===== config.mk =====
export PLATFORM = sky130hd
export DESIGN_NAME = odurc_ctrl
export DESIGN_NICKNAME = d
export VERILOG_FILES = /design/src/hdl/odurc_pkg.sv /design/src/hdl/odurc_ctrl.sv
export SDC_FILE = /design/constraint.sdc
export NUM_CORES = 1
export LEC_CHECK = 0
export CAP_MARGIN = 0
export CORE_ASPECT_RATIO = 0.5
export CORE_MARGIN = 2
export CORE_UTILIZATION = 57
export DETAILED_ROUTE_END_ITERATION = 12
export DONT_BUFFER_PORTS = 1
export PLACE_DENSITY = 0.74
export SYNTH_ARGS = -nofsm -noshare
export SYNTH_HDL_FRONTEND = slang
export SYNTH_SLANG_ARGS = --single-unit

===== constraint.sdc =====
create_clock -name clk -period 5.8 [get_ports clk]
set_input_delay 0.58 -clock clk [delete_from_list [all_inputs] [get_ports clk]]
set_output_delay 0.58 -clock clk [all_outputs]
set_load 0.01 [all_outputs]

===== src/hdl/odurc_pkg.sv =====
/*
 * odurc_pkg: constants, field layout and state type for the octal dac
 * update and clear control block.
 * assumes: shared by the control module and the testbench; no clock or reset here.
 */
package odurc_pkg;

    // frame layout
    localparam int WORD_W = 24;
    localparam logic [4:0] WORD_CNT = 5'h18;
    localparam int CMD_MSB = 23;
    localparam int CMD_LSB = 20;
    localparam int ADDR_MSB = 19;
    localparam int ADDR_LSB = 16;
    localparam int DATA_MSB = 15;
    localparam int DATA_LSB = 0;

    // command codes
    localparam logic [3:0] CMD_WRITE_INPUT = 4'h1;
    localparam logic [3:0] CMD_COPY_TO_DAC = 4'h2;
    localparam logic [3:0] CMD_WRITE_UPDATE = 4'h3;
    localparam logic [3:0] CMD_LOAD_MASK = 4'h5;
    localparam logic [3:0] CMD_SOFT_RESET = 4'h6;
    localparam logic [3:0] CMD_REF_GAIN = 4'h7;

    // software reset key
    localparam logic [3:0] SOFT_RESET_ADDR = 4'h0;
    localparam logic [15:0] SOFT_RESET_KEY = 16'h1234;

    // reference and gain setup word, mask reset value
    localparam int GAIN_BIT = 2;
    localparam int REF_OFF_BIT = 0;
    localparam logic GAIN_RESET = 1'h0;
    localparam logic REF_OFF_RESET = 1'h0;
    localparam logic [7:0] MASK_RESET = 8'h00;

    // pin synchroniser lanes
    localparam int PIN_N = 6;
    localparam int PIN_SCLK = 0;
    localparam int PIN_SDI = 1;
    localparam int PIN_FRAME = 2;
    localparam int PIN_LOAD = 3;
    localparam int PIN_CLEAR = 4;
    localparam int PIN_CLRSEL = 5;
    localparam logic [PIN_N-1:0] PIN_RESET = 6'h3C;

    // timing
    localparam int CLK_MHZ = 100;
    localparam int POR_TIME_NS = 2000;
    localparam int POR_CNT_W = 16;

    typedef enum logic [1:0] {
        ODURC_POR_COUNT,
        ODURC_POR_HOLD,
        ODURC_RUN
    } odurc_state_e;

endpackage


===== src/hdl/odurc_ctrl.sv =====
/*
 * odurc_ctrl: update, clear and setup control of an eight channel serially
 * programmed dac. receives 24-bit frames, keeps input and dac registers,
 * the per-channel load mask and the reference and gain setup word.
 * assumes: all pins arrive asynchronous to clk and are sampled here;
 * the serial clock is much slower than clk (80 ns against 10 ns).
 */
// Functional notes
// - write-input with load strobe low also updates that dac register at frame end
// - strobe high during writes, later pulsed low, updates dacs at the falling edge
// - command 0101 loads the 8-bit mask from data bits 7..0, address ignored
// - mask bits reset to zero so all channels follow the strobe
// - masked channel treats the strobe as permanently high
// - copy command leaves input registers alone, whatever the strobe level
// - copy command data bit n selects channel n for input-to-dac transfer
// - write-and-update writes input and dac registers, whatever the strobe level
// - write-input with strobe high changes only the input register
// - every strobe falling edge copies input to dac on unmasked channels
// - strobe tied low since start-up makes the mask irrelevant
// - clear pin low forces outputs to zero scale or midscale per select pin
// - cleared value holds after release; no updates while clear is low
// - strobe and clear pins ignored during power-on reset; here clear low holds start-up until released
// - start-up code is zero scale or midscale per select pin until a write
// - without the select pin, start-up code is zero
// - command 0110 resets only with address 0 and data 1234 hex
// - command 0111 stores gain in bit 2 and reference disable in bit 0
// - gain bit zero means gain one (default), one means gain two
// - reference bit zero keeps reference on (default), one turns it off
// - each command is a 24-bit word, acted upon at frame select rising
`timescale 1ns/1ps
module odurc_ctrl #(
    parameter int NUM_CH = 8,
    parameter int DATA_BITS = 16,
    parameter bit HAS_CLEAR_SELECT = 1'b1,
    parameter int POR_TIME = odurc_pkg::POR_TIME_NS
) (
    // clock, reset, enable
    input wire logic clk,
    input wire logic rst_n,
    input wire logic ce,
    // serial link
    input wire logic sclk,
    input wire logic sdi,
    input wire logic frame_select_n,
    // control pins
    input wire logic load_strobe_n,
    input wire logic clear_n,
    input wire logic clear_level_select,
    // channel codes, channel n at bits n*DATA_BITS upward
    output logic [NUM_CH*DATA_BITS-1:0] input_code,
    output logic [NUM_CH*DATA_BITS-1:0] dac_code,
    // setup and status
    output logic [NUM_CH-1:0] channel_update_mask,
    output logic gain_two,
    output logic ref_off,
    output logic por_busy
);
    import odurc_pkg::*;

    localparam int POR_CYCLES = (POR_TIME * CLK_MHZ + 999) / 1000;
    localparam logic [POR_CNT_W-1:0] POR_LAST = POR_CNT_W'(POR_CYCLES - 1);

    // clear code from the select level
    function automatic logic [DATA_BITS-1:0] clear_code(input logic sel);
        logic [DATA_BITS-1:0] code;
        code = '0;
        if (HAS_CLEAR_SELECT && sel) begin
            code[DATA_BITS-1] = 1'b1;
        end
        return code;
    endfunction

    // address hits channel index
    function automatic logic ch_hit(input logic [3:0] addr, input int idx);
        return addr == 4'(idx);
    endfunction

    // pin synchronisers
    logic [PIN_N-1:0] pin_s1;
    logic [PIN_N-1:0] pin_s2;
    logic [PIN_N-1:0] pin_s3;
    logic [PIN_N-1:0] pin_lvl;
    logic [PIN_N-1:0] pin_agree;
    logic [PIN_N-1:0] pin_rise;
    logic [PIN_N-1:0] pin_fall;

    assign pin_agree = ~(pin_s2 ^ pin_s3);
    assign pin_rise = pin_agree & pin_s3 & ~pin_lvl;
    assign pin_fall = pin_agree & ~pin_s3 & pin_lvl;

    always_ff @(posedge clk) begin
        if (!rst_n) begin
            pin_s1 <= PIN_RESET;
            pin_s2 <= PIN_RESET;
            pin_s3 <= PIN_RESET;
            pin_lvl <= PIN_RESET;
        end else if (ce) begin
            pin_s1 <= {clear_level_select, clear_n, load_strobe_n, frame_select_n, sdi, sclk};
            pin_s2 <= pin_s1;
            pin_s3 <= pin_s2;
            pin_lvl <= (pin_agree & pin_s3) | (~pin_agree & pin_lvl);
        end
    end

    // frame shifter
    logic [WORD_W-1:0] shift_word;
    logic [4:0] bit_cnt;
    logic frame_done;

    always_ff @(posedge clk) begin
        if (!rst_n) begin
            shift_word <= '0;
            bit_cnt <= '0;
        end else if (ce) begin
            if (pin_fall[PIN_FRAME]) begin
                bit_cnt <= '0;
            end else if (pin_rise[PIN_SCLK] && !pin_lvl[PIN_FRAME]) begin
                shift_word <= {shift_word[WORD_W-2:0], pin_s3[PIN_SDI]};
                if (bit_cnt != 5'h1F) begin
                    bit_cnt <= bit_cnt + 5'h01;
                end
            end
        end
    end

    // the word is taken once all 24 bits are in when frame select rises
    assign frame_done = pin_rise[PIN_FRAME] && (bit_cnt >= WORD_CNT);

    // decoded fields
    logic [3:0] f_cmd;
    logic [3:0] f_addr;
    logic [15:0] f_data;
    logic addr_ok;

    assign f_cmd = shift_word[CMD_MSB:CMD_LSB];
    assign f_addr = shift_word[ADDR_MSB:ADDR_LSB];
    assign f_data = shift_word[DATA_MSB:DATA_LSB];
    assign addr_ok = f_addr < 4'(NUM_CH);

    // power-on sequence
    odurc_state_e state;
    logic [POR_CNT_W-1:0] por_cnt;
    logic run;

    assign run = state == ODURC_RUN;

    always_ff @(posedge clk) begin
        if (!rst_n) begin
            state <= ODURC_POR_COUNT;
            por_cnt <= '0;
            por_busy <= 1'b1;
        end else if (ce) begin
            case (state)
                ODURC_POR_COUNT: begin
                    por_cnt <= por_cnt + 1'b1;
                    if (por_cnt >= POR_LAST) begin
                        state <= ODURC_POR_HOLD;
                    end
                end
                ODURC_POR_HOLD: begin
                    // start-up completes only once clear is released
                    if (pin_lvl[PIN_CLEAR]) begin
                        state <= ODURC_RUN;
                        por_busy <= 1'b0;
                    end
                end
                ODURC_RUN: begin
                    por_busy <= 1'b0;
                end
                default: begin
                    state <= ODURC_POR_COUNT;
                    por_cnt <= '0;
                    por_busy <= 1'b1;
                end
            endcase
        end
    end

    // command qualifiers
    logic soft_reset;
    logic clearing;
    logic strobe_low;
    logic strobe_fall;
    logic strobe_tied_low;
    logic [DATA_BITS-1:0] clr_val;

    assign soft_reset = run && frame_done && f_cmd == CMD_SOFT_RESET
        && f_addr == SOFT_RESET_ADDR && f_data == SOFT_RESET_KEY;
    assign clearing = run && !pin_lvl[PIN_CLEAR];
    assign strobe_low = run && !pin_lvl[PIN_LOAD];
    assign strobe_fall = run && pin_fall[PIN_LOAD];
    assign clr_val = clear_code(pin_lvl[PIN_CLRSEL]);

    // strobe never seen high since start-up counts as tied low
    always_ff @(posedge clk) begin
        if (!rst_n) begin
            strobe_tied_low <= 1'b1;
        end else if (ce) begin
            if (!run) begin
                strobe_tied_low <= 1'b1;
            end else if (pin_lvl[PIN_LOAD]) begin
                strobe_tied_low <= 1'b0;
            end
        end
    end

    // mask and setup registers
    always_ff @(posedge clk) begin
        if (!rst_n) begin
            channel_update_mask <= MASK_RESET;
            gain_two <= GAIN_RESET;
            ref_off <= REF_OFF_RESET;
        end else if (ce) begin
            if (!run || soft_reset) begin
                channel_update_mask <= MASK_RESET;
                gain_two <= GAIN_RESET;
                ref_off <= REF_OFF_RESET;
            end else if (frame_done && f_cmd == CMD_LOAD_MASK) begin
                channel_update_mask <= f_data[NUM_CH-1:0];
            end else if (frame_done && f_cmd == CMD_REF_GAIN) begin
                // bit 1 is reserved and never stored
                gain_two <= f_data[GAIN_BIT];
                ref_off <= f_data[REF_OFF_BIT];
            end
        end
    end

    // channel registers
    always_ff @(posedge clk) begin
        if (!rst_n) begin
            input_code <= '0;
            dac_code <= '0;
        end else if (ce) begin
            for (int ch = 0; ch < NUM_CH; ch++) begin
                logic hit;
                logic strobe_eff;
                logic wr_in;
                logic wr_dac;
                logic copy;
                hit = frame_done && addr_ok && ch_hit(f_addr, ch);
                // masked channel sees the strobe as high unless tied low
                strobe_eff = strobe_low && (!channel_update_mask[ch] || strobe_tied_low);
                wr_in = hit && (f_cmd == CMD_WRITE_INPUT || f_cmd == CMD_WRITE_UPDATE);
                wr_dac = hit && (f_cmd == CMD_WRITE_UPDATE
                    || (f_cmd == CMD_WRITE_INPUT && strobe_eff));
                copy = (frame_done && f_cmd == CMD_COPY_TO_DAC && f_data[ch])
                    || (strobe_fall && !channel_update_mask[ch]);
                if (!run || clearing || soft_reset) begin
                    // start-up, clear and software reset all hold the clear code
                    input_code[ch*DATA_BITS +: DATA_BITS] <= clr_val;
                    dac_code[ch*DATA_BITS +: DATA_BITS] <= clr_val;
                end else begin
                    if (wr_in) begin
                        input_code[ch*DATA_BITS +: DATA_BITS] <= f_data[DATA_BITS-1:0];
                    end
                    if (wr_dac) begin
                        dac_code[ch*DATA_BITS +: DATA_BITS] <= f_data[DATA_BITS-1:0];
                    end else if (copy) begin
                        dac_code[ch*DATA_BITS +: DATA_BITS] <= input_code[ch*DATA_BITS +: DATA_BITS];
                    end
                end
            end
        end
    end

endmodule


* Yosys cells after proc, flatten, opt, wreduce, memory -nomap -nowiden
Cells that the tools add are included.
** Storage, ports and cells
- Input bits :: 9
- Logic and storage cells :: 286
- Output and inout port bits :: 267
- Flip-flop bits (word level) :: 339
** Operators by class
- $lt $le $gt $ge :: 3
- Equality and inequality tests :: 21
- Bitwise operators :: 15
- Reductions and logical operators :: 156
- Add/sub/neg operators :: 2
- Multiplexer cells :: 60
** Operators by type and width (count)
- 16-bit 2-to-1 mux :: 40
- 1-bit logical AND :: 69
- 2-bit AND reduction :: 19
- 16-bit case mux with 2 select lines :: 1
- 4-bit by 3-bit equality test with 1-bit output (second input constant) :: 7
- 1-bit logical OR :: 28
- 2-bit nonzero test :: 12
- 3-bit nonzero test :: 8
- 16-bit by 1-bit adder with 16-bit output (second input constant) :: 1
- 16-bit by 13-bit equality test with 1-bit output (second input constant) :: 1
- 4-bit by 2-bit equality test with 1-bit output (second input constant) :: 4
- 16-bit by 8-bit greater-or-equal comparator with 1-bit output (second input constant) :: 1
- 8-bit 2-to-1 mux :: 2
- 5-bit 2-to-1 mux :: 3
- 6-bit AND :: 2
- 1-bit logical NOT :: 12
- 6-bit inverter :: 2
- 3-bit AND reduction :: 4
- 1-bit 2-to-1 mux :: 10
- 4-bit AND :: 2
- 4-bit by 1-bit equality test with 1-bit output (second input constant) :: 2
- 2-bit != test (second input constant) :: 4
- 6-bit bitwise OR :: 1
- 2-bit case mux with 3 select lines :: 1
- 17 further kinds :: 21

* Logic depth before layout (Yosys ltp)
- Depth after elaboration :: 12
- Depth in mapped cells :: 13
- Gate-level depth less buffers :: 7

* Worst setup path before layout
OpenSTA, ideal clock, no wires.
- Kind :: reg2reg
- From :: register state[0]
- To :: register dac_code[117]
- Data required time :: 5.728 ns
- Buffers on the path :: 5
- Path slack :: 3.302 ns
- Library setup time :: 0.072 ns
- Cell stages (with the launch flop) :: 13
- Arrival :: 2.427 ns
- Clock period less this slack :: 2.498 ns
- Cells stage by stage :: dfxtp_1 > inv_1 > ha_1 > buf_2 > nor4b_1 > and4_1 > buf_2 > a21o_1 > buf_6 > buf_6 > o31ai_4 > buf_6 > mux2i_1
** On the way
- Word-level cells in the longest chain between the ends :: 8
- Elaborated cells on any way between the ends :: 21
- Classes of those cells :: eq/ne (1); mux (2); reduce/logical (18)
** Ends and longest elaborated chain
- start: declaration :: RTL line odurc_ctrl.sv:141 : odurc_state_e state;
- start signal: assignment :: RTL line odurc_ctrl.sv:149 : state <= ODURC_POR_COUNT;
- start signal: assignment :: RTL line odurc_ctrl.sv:157 : state <= ODURC_POR_HOLD;
- start signal: assignment :: RTL line odurc_ctrl.sv:163 : state <= ODURC_RUN;
- 2-bit equality test (*) :: RTL line odurc_ctrl.sv:145 : assign run = state == ODURC_RUN;
- 1-bit logical AND (on tied branches) :: RTL line odurc_ctrl.sv:187, odurc_ctrl.sv:190
- 1-bit logical AND (on tied branches) :: RTL line odurc_ctrl.sv:187, odurc_ctrl.sv:242
- 1-bit logical AND (on tied branches) :: RTL line odurc_ctrl.sv:188, odurc_ctrl.sv:245
- 1-bit logical AND / 1-bit logical OR (equally long branches) :: RTL line odurc_ctrl.sv:188, odurc_ctrl.sv:245
- 1-bit logical OR / 1-bit logical AND (equally long branches) :: RTL line odurc_ctrl.sv:248, odurc_ctrl.sv:244
- 3-bit nonzero test (no line) / 16-bit 2-to-1 mux (equally long branches)
- 2-bit AND reduction (no line) / 16-bit 2-to-1 mux (equally long branches)
- end signal: indexed assignment :: RTL line odurc_ctrl.sv:251 : dac_code[ch*DATA_BITS +: DATA_BITS] <= clr_val;
- end signal: indexed assignment :: RTL line odurc_ctrl.sv:257 : dac_code[ch*DATA_BITS +: DATA_BITS] <= f_data[DATA_BITS-1:0];
- end signal: indexed assignment :: RTL line odurc_ctrl.sv:259 : dac_code[ch*DATA_BITS +: DATA_BITS] <= input_code[ch*DATA_BITS +: DATA_BITS];
- end: declaration :: RTL line odurc_ctrl.sv:51 : output logic [NUM_CH*DATA_BITS-1:0] dac_code,
Mark *: on every way between the ends. The rest lies on a longest branch, timed or not.
A chain may end at the register's enable or synchronous reset.

* Worst setup path after layout
- From :: register shift_word[21]
- To :: register input_code[71]
** On the way
- Word-level cells in the longest chain between the ends :: 7
- Elaborated cells on any way between the ends :: 12
- Classes of those cells :: eq/ne (3); mux (1); reduce/logical (8)
** Ends and longest elaborated chain
- start: declaration :: RTL line odurc_ctrl.sv:106 : logic [WORD_W-1:0] shift_word;
- start signal: assignment :: RTL line odurc_ctrl.sv:118 : shift_word <= {shift_word[WORD_W-2:0], pin_s3[PIN_SDI]};
- 4-bit by 3-bit equality test with 1-bit output :: RTL line odurc_ctrl.sv:187 : assign soft_reset = run && frame_done && f_cmd == CMD_SOFT_RESET
- 1-bit logical AND :: RTL line odurc_ctrl.sv:187
- 1-bit logical AND (2 in a row) :: RTL line odurc_ctrl.sv:188 : && f_addr == SOFT_RESET_ADDR && f_data == SOFT_RESET_KEY;
- 1-bit logical OR :: RTL line odurc_ctrl.sv:248 : if (!run || clearing || soft_reset) begin
- 2-bit nonzero test (no line)
- 2-bit AND reduction (no line)
- end signal: indexed assignment :: RTL line odurc_ctrl.sv:250 : input_code[ch*DATA_BITS +: DATA_BITS] <= clr_val;
- end signal: indexed assignment :: RTL line odurc_ctrl.sv:254 : input_code[ch*DATA_BITS +: DATA_BITS] <= f_data[DATA_BITS-1:0];
- end: declaration :: RTL line odurc_ctrl.sv:50 : output logic [NUM_CH*DATA_BITS-1:0] input_code,
Several ways; a longest one is shown, not always the timed one.

==> insert_results.sql <==
INSERT INTO impl_metrics (metric_group, metric, value, unit) VALUES
('place', 'placedCellCount', '2052', ''),
('place', 'place_worst_setup_slack', '1.82', 'ns'),
('timing', 'worst_slew_pin_slew', '1.22', 'ns'),
('drt', 'drt-pass1-iter-count', '8', ''),
('logic_synthesis', 'post_synth_main_area_contributors', 'sky130_fd_sc_hd__dfxtp_1 42%, sky130_fd_sc_hd__mux2i_1 12%, sky130_fd_sc_hd__nand2_1 6.6%, sky130_fd_sc_hd__o21ai_0 3.9%, sky130_fd_sc_hd__a21boi_0 3.5%', ''),
('timing', 'setup_viol_count_final', '0', ''),
('drt', 'antenna_violating_nets_post_route', '0', ''),
('layout', 'regArea', '6770', 'µm²'),
('layout', 'area_used_by_multi_input_combinational_logic', '8500', 'µm²'),
('clock_tree', 'holdBufCountCts', '0', ''),
('timing', 'tns', '0', 'ns'),
('clock_tree', 'cts-root-to-sink-buffers', '3', ''),
('timing', 'final_critical_path_setup_slack', '1.71', 'ns'),
('clock_tree', 'ctsResizeCount', '0', ''),
('place', 'routabilityCongestion', '0.965', ''),
('drt', 'route.detailed.drc', '0', ''),
('logic_synthesis', 'edff_count_synth', '0', ''),
('place', 'port-buffer-count', '0', ''),
('timing', 'finalMaxSlewViolations', '0', ''),
('critical_path', 'arrival', '4.57', 'ns'),
('die', 'design.core.area', '27700', 'µm²'),
('layout', 'fillCellCount', '2367', ''),
('critical_path', 'crit_path_cell_chain', 'nor4bb_2, nor4bb_2, a21o_1, buf_4, o21a_1, mux2i_1', ''),
('status', 'run_status', 'finished, final reports clean', ''),
('critical_path', 'timing.critical_path.slowest_cell_delay', '0.81', 'ns'),
('timing', 'finalHoldWorstSlack', '0.134', 'ns'),
('critical_path', 'r2r-start', 'shift_word[21]', ''),
('clock_tree', 'h-tree-depth', '1', ''),
('drt', 'routed_via_density', '6.71', ''),
('global_routing', 'grt_start_max_net_pins', '256', ''),
('critical_path', 'setup.worst_path.class', 'reg -> reg', ''),
('clock_tree', 'ctsRootBufferMaster', 'sky130_fd_sc_hd__clkbuf_16', ''),
('logic_synthesis', 'ys_seq_elements', '338', ''),
('critical_path', 'r2r_setup_slack', '1.71', 'ns'),
('timing', 'clock_skew', '0.0149', 'ns'),
('timing', 'rsz0062_at_grt', 'false', ''),
('clock_tree', 'cts.clk_slew.worst_paths', '0.06', 'ns'),
('power_and_ir_drop', 'power', '4560', 'µW'),
('drt', 'route.detailed.wl_per_inst', '24.6', 'µm'),
('logic_synthesis', 'ys_warn_count', '0', ''),
('logic_synthesis', 'synth_nets', '1849', ''),
('critical_path', 'crit_path_start_kind', 'register', ''),
('job', 'max_cap_viol_count', '0', ''),
('global_routing', 'global_route_track_usage_on_met3', '8.24', '%'),
('logic_synthesis', 'ys_async_sr_fraction', '0', '%'),
('critical_path', 'family_of_cells_with_the_greatest_summed_delay_on_the_critical_path', 'simple AND/OR/NAND/NOR gates', ''),
('hold_path', 'hold_path_class', 'in -> reg', ''),
('global_routing', 'grt_util_all_layers', '33.3', '%'),
('timing', 'final-hold-violation-count', '0', ''),
('critical_path', 'worst_path_max_delay_cell', 'sky130_fd_sc_hd__nor4bb_2', ''),
('critical_path', 'critical_path_buf_inv_count', '1', ''),
('logic_synthesis', 'syn_inst', '1829', ''),
('timing', 'fin_crit_sh', '70.5', '%'),
('global_routing', 'antenna_violations_before_repair', '1', ''),
('global_routing', 'grt.busiest_layer', 'met2', ''),
('timing', 'final_period_minus_worst_setup_slack', '4.09', 'ns'),
('layout', 'num-nets-final', '1722', ''),
('place', 'post-dp-hpwl', '33900', 'µm'),
('critical_path', 'worst-r2r-cell-count', '6', ''),
('power_and_ir_drop', 'p_leak', '0.00609', 'µW'),
('critical_path', 'worstReg2RegEnd', 'input_code[71]', ''),
('layout', 'area_delta_synth_final', '5.85', '%'),
('die', 'fp.dieH', '123', 'µm'),
('clock_tree', 'numCtsBuffers', '30', ''),
('logic_synthesis', 'synth_flop_cell', 'sky130_fd_sc_hd__dfxtp_1', ''),
('clock_tree', 'tritoncts', 'yes', ''),
('die', 'die_width', '242', 'µm'),
('layout', 'instances_no_fill', '2107', ''),
('die', 'start_util', '58.0', '%'),
('die', 'placementRows', '43', ''),
('critical_path', 'worst_setup_path_end_kind', 'register', '');
[kinds of logic after synthesis]
family	count (synthesis)	synth area share (%)
compound gates	476	19.8
fa+ha+maj	11	0.856
flops	338	42.1
simple gates	582	18.4
xor+xnor	14	0.762
mux	201	12.5
buf+inv	207	5.59
[synth_stat cells, drive strengths merged, types with 4 or more instances]
cell,number
o31a,30
xnor2,4
nor3,14
a21o,12
nor4,48
nand3,36
o21ai,163
o32ai,7
a2111oi,8
nor2,34
inv,24
nand2,281
xor2,10
and4,12
and2,8
clkbuf,139
mux2i,201
nand4,40
nand2b,17
dfxtp,338
o31ai,7
a32o,25
nor4b,5
o211ai,12
and3,58
or3,7
o21a,7
ha,11
nor4bb,4
buf,44
a21boi,75
a21oi,87
o22ai,23
[layer usage]
layer | vias up | wire (µm)
met4 | 0 | 2470
met2 | 799 | 23300
met3 | 176 | 5450
li1 | 6349 | -
met5 | - | 0
met1 | 6814 | 20600
[report_power, final]
group	internal, µW	switching, µW	leakage (µW)	total (µW)
logic	50.6	73.3	0.00286	124
registers	2340	23.9	0.00273	2360
clock network	1170	909	0.000500	2080
total	3560	1010	0.00609	4560
[area by class of cell]
cell class	instances	area share, %
Clock buffer	46	5.36
Clock inverter	9	0.573
Multi-Input combinational cell	1284	49.9
Timing Repair Buffer	24	1.06
Tap cell	382	2.81
Inverter	24	0.529
Sequential cell	338	39.8
[cells in the final DEF (no fill, tap or decap), types with 5 or more instances in the layout]
cell type and instances:
sky130_fd_sc_hd__nand2b_1 17, sky130_fd_sc_hd__o21a_1 7, sky130_fd_sc_hd__clkbuf_8 8, sky130_fd_sc_hd__mux2i_1 200, sky130_fd_sc_hd__o32ai_1 7, sky130_fd_sc_hd__o21ai_2 5
sky130_fd_sc_hd__a21boi_0 75, sky130_fd_sc_hd__o21ai_1 32, sky130_fd_sc_hd__clkbuf_16 31, sky130_fd_sc_hd__o22ai_1 23, sky130_fd_sc_hd__a21oi_1 84, sky130_fd_sc_hd__o31a_1 30
sky130_fd_sc_hd__ha_1 11, sky130_fd_sc_hd__a21o_1 12, sky130_fd_sc_hd__o31ai_4 5, sky130_fd_sc_hd__clkinv_2 6, sky130_fd_sc_hd__nand4_1 40, sky130_fd_sc_hd__o211ai_1 12
sky130_fd_sc_hd__xor2_1 10, sky130_fd_sc_hd__a32o_1 25, sky130_fd_sc_hd__nor2_1 34, sky130_fd_sc_hd__inv_1 21, sky130_fd_sc_hd__nor4_1 42, sky130_fd_sc_hd__buf_4 24
sky130_fd_sc_hd__nand2_1 281, sky130_fd_sc_hd__and4_1 12, sky130_fd_sc_hd__and3_1 58, sky130_fd_sc_hd__o21ai_0 126, sky130_fd_sc_hd__nor3_1 14, sky130_fd_sc_hd__dfxtp_1 338
sky130_fd_sc_hd__and2_1 8, sky130_fd_sc_hd__clkbuf_1 7, sky130_fd_sc_hd__or3_1 7, sky130_fd_sc_hd__nor4_4 5, sky130_fd_sc_hd__nand3_1 36
[through the flow]
stage / utilization, % / cell area, µm²
2_1_floorplan: - / 16100
3_3_place_gp: 57.8 / 16000
3_5_place_dp: 57.8 / 16000
4_1_cts: 61.4 / 17000
5_1_grt: 61.4 / 17000
6_report: 61.4 / 17000
[worst max-delay path by stage]
stage | end | slack [ns] | cells after the start | startpoint
2_1_floorplan | dac_code[117] | 3.30 | 12 | state[0]
6_report | input_code[71] | 1.71 | 6 | shift_word[21]
4_1_cts | input_code[71] | 1.80 | 6 | shift_word[21]
3_5_place_dp | input_code[73] | 1.82 | 6 | shift_word[21]
3_3_place_gp | input_code[73] | 2.07 | 6 | shift_word[21]
5_1_grt | input_code[71] | 1.46 | 6 | shift_word[21]
[sequential cells by signal (all words and copies together), names as in the netlist, 2 cells and up, named ones only]
signal / flops
por_cnt: 16
state: 2
shift_word: 24
dac_code: 128
pin_s2: 6
bit_cnt: 5
pin_s1: 6
channel_update_mask: 8
pin_s3: 6
input_code: 128
No activity file was read; power rests on OpenSTA's default activity.
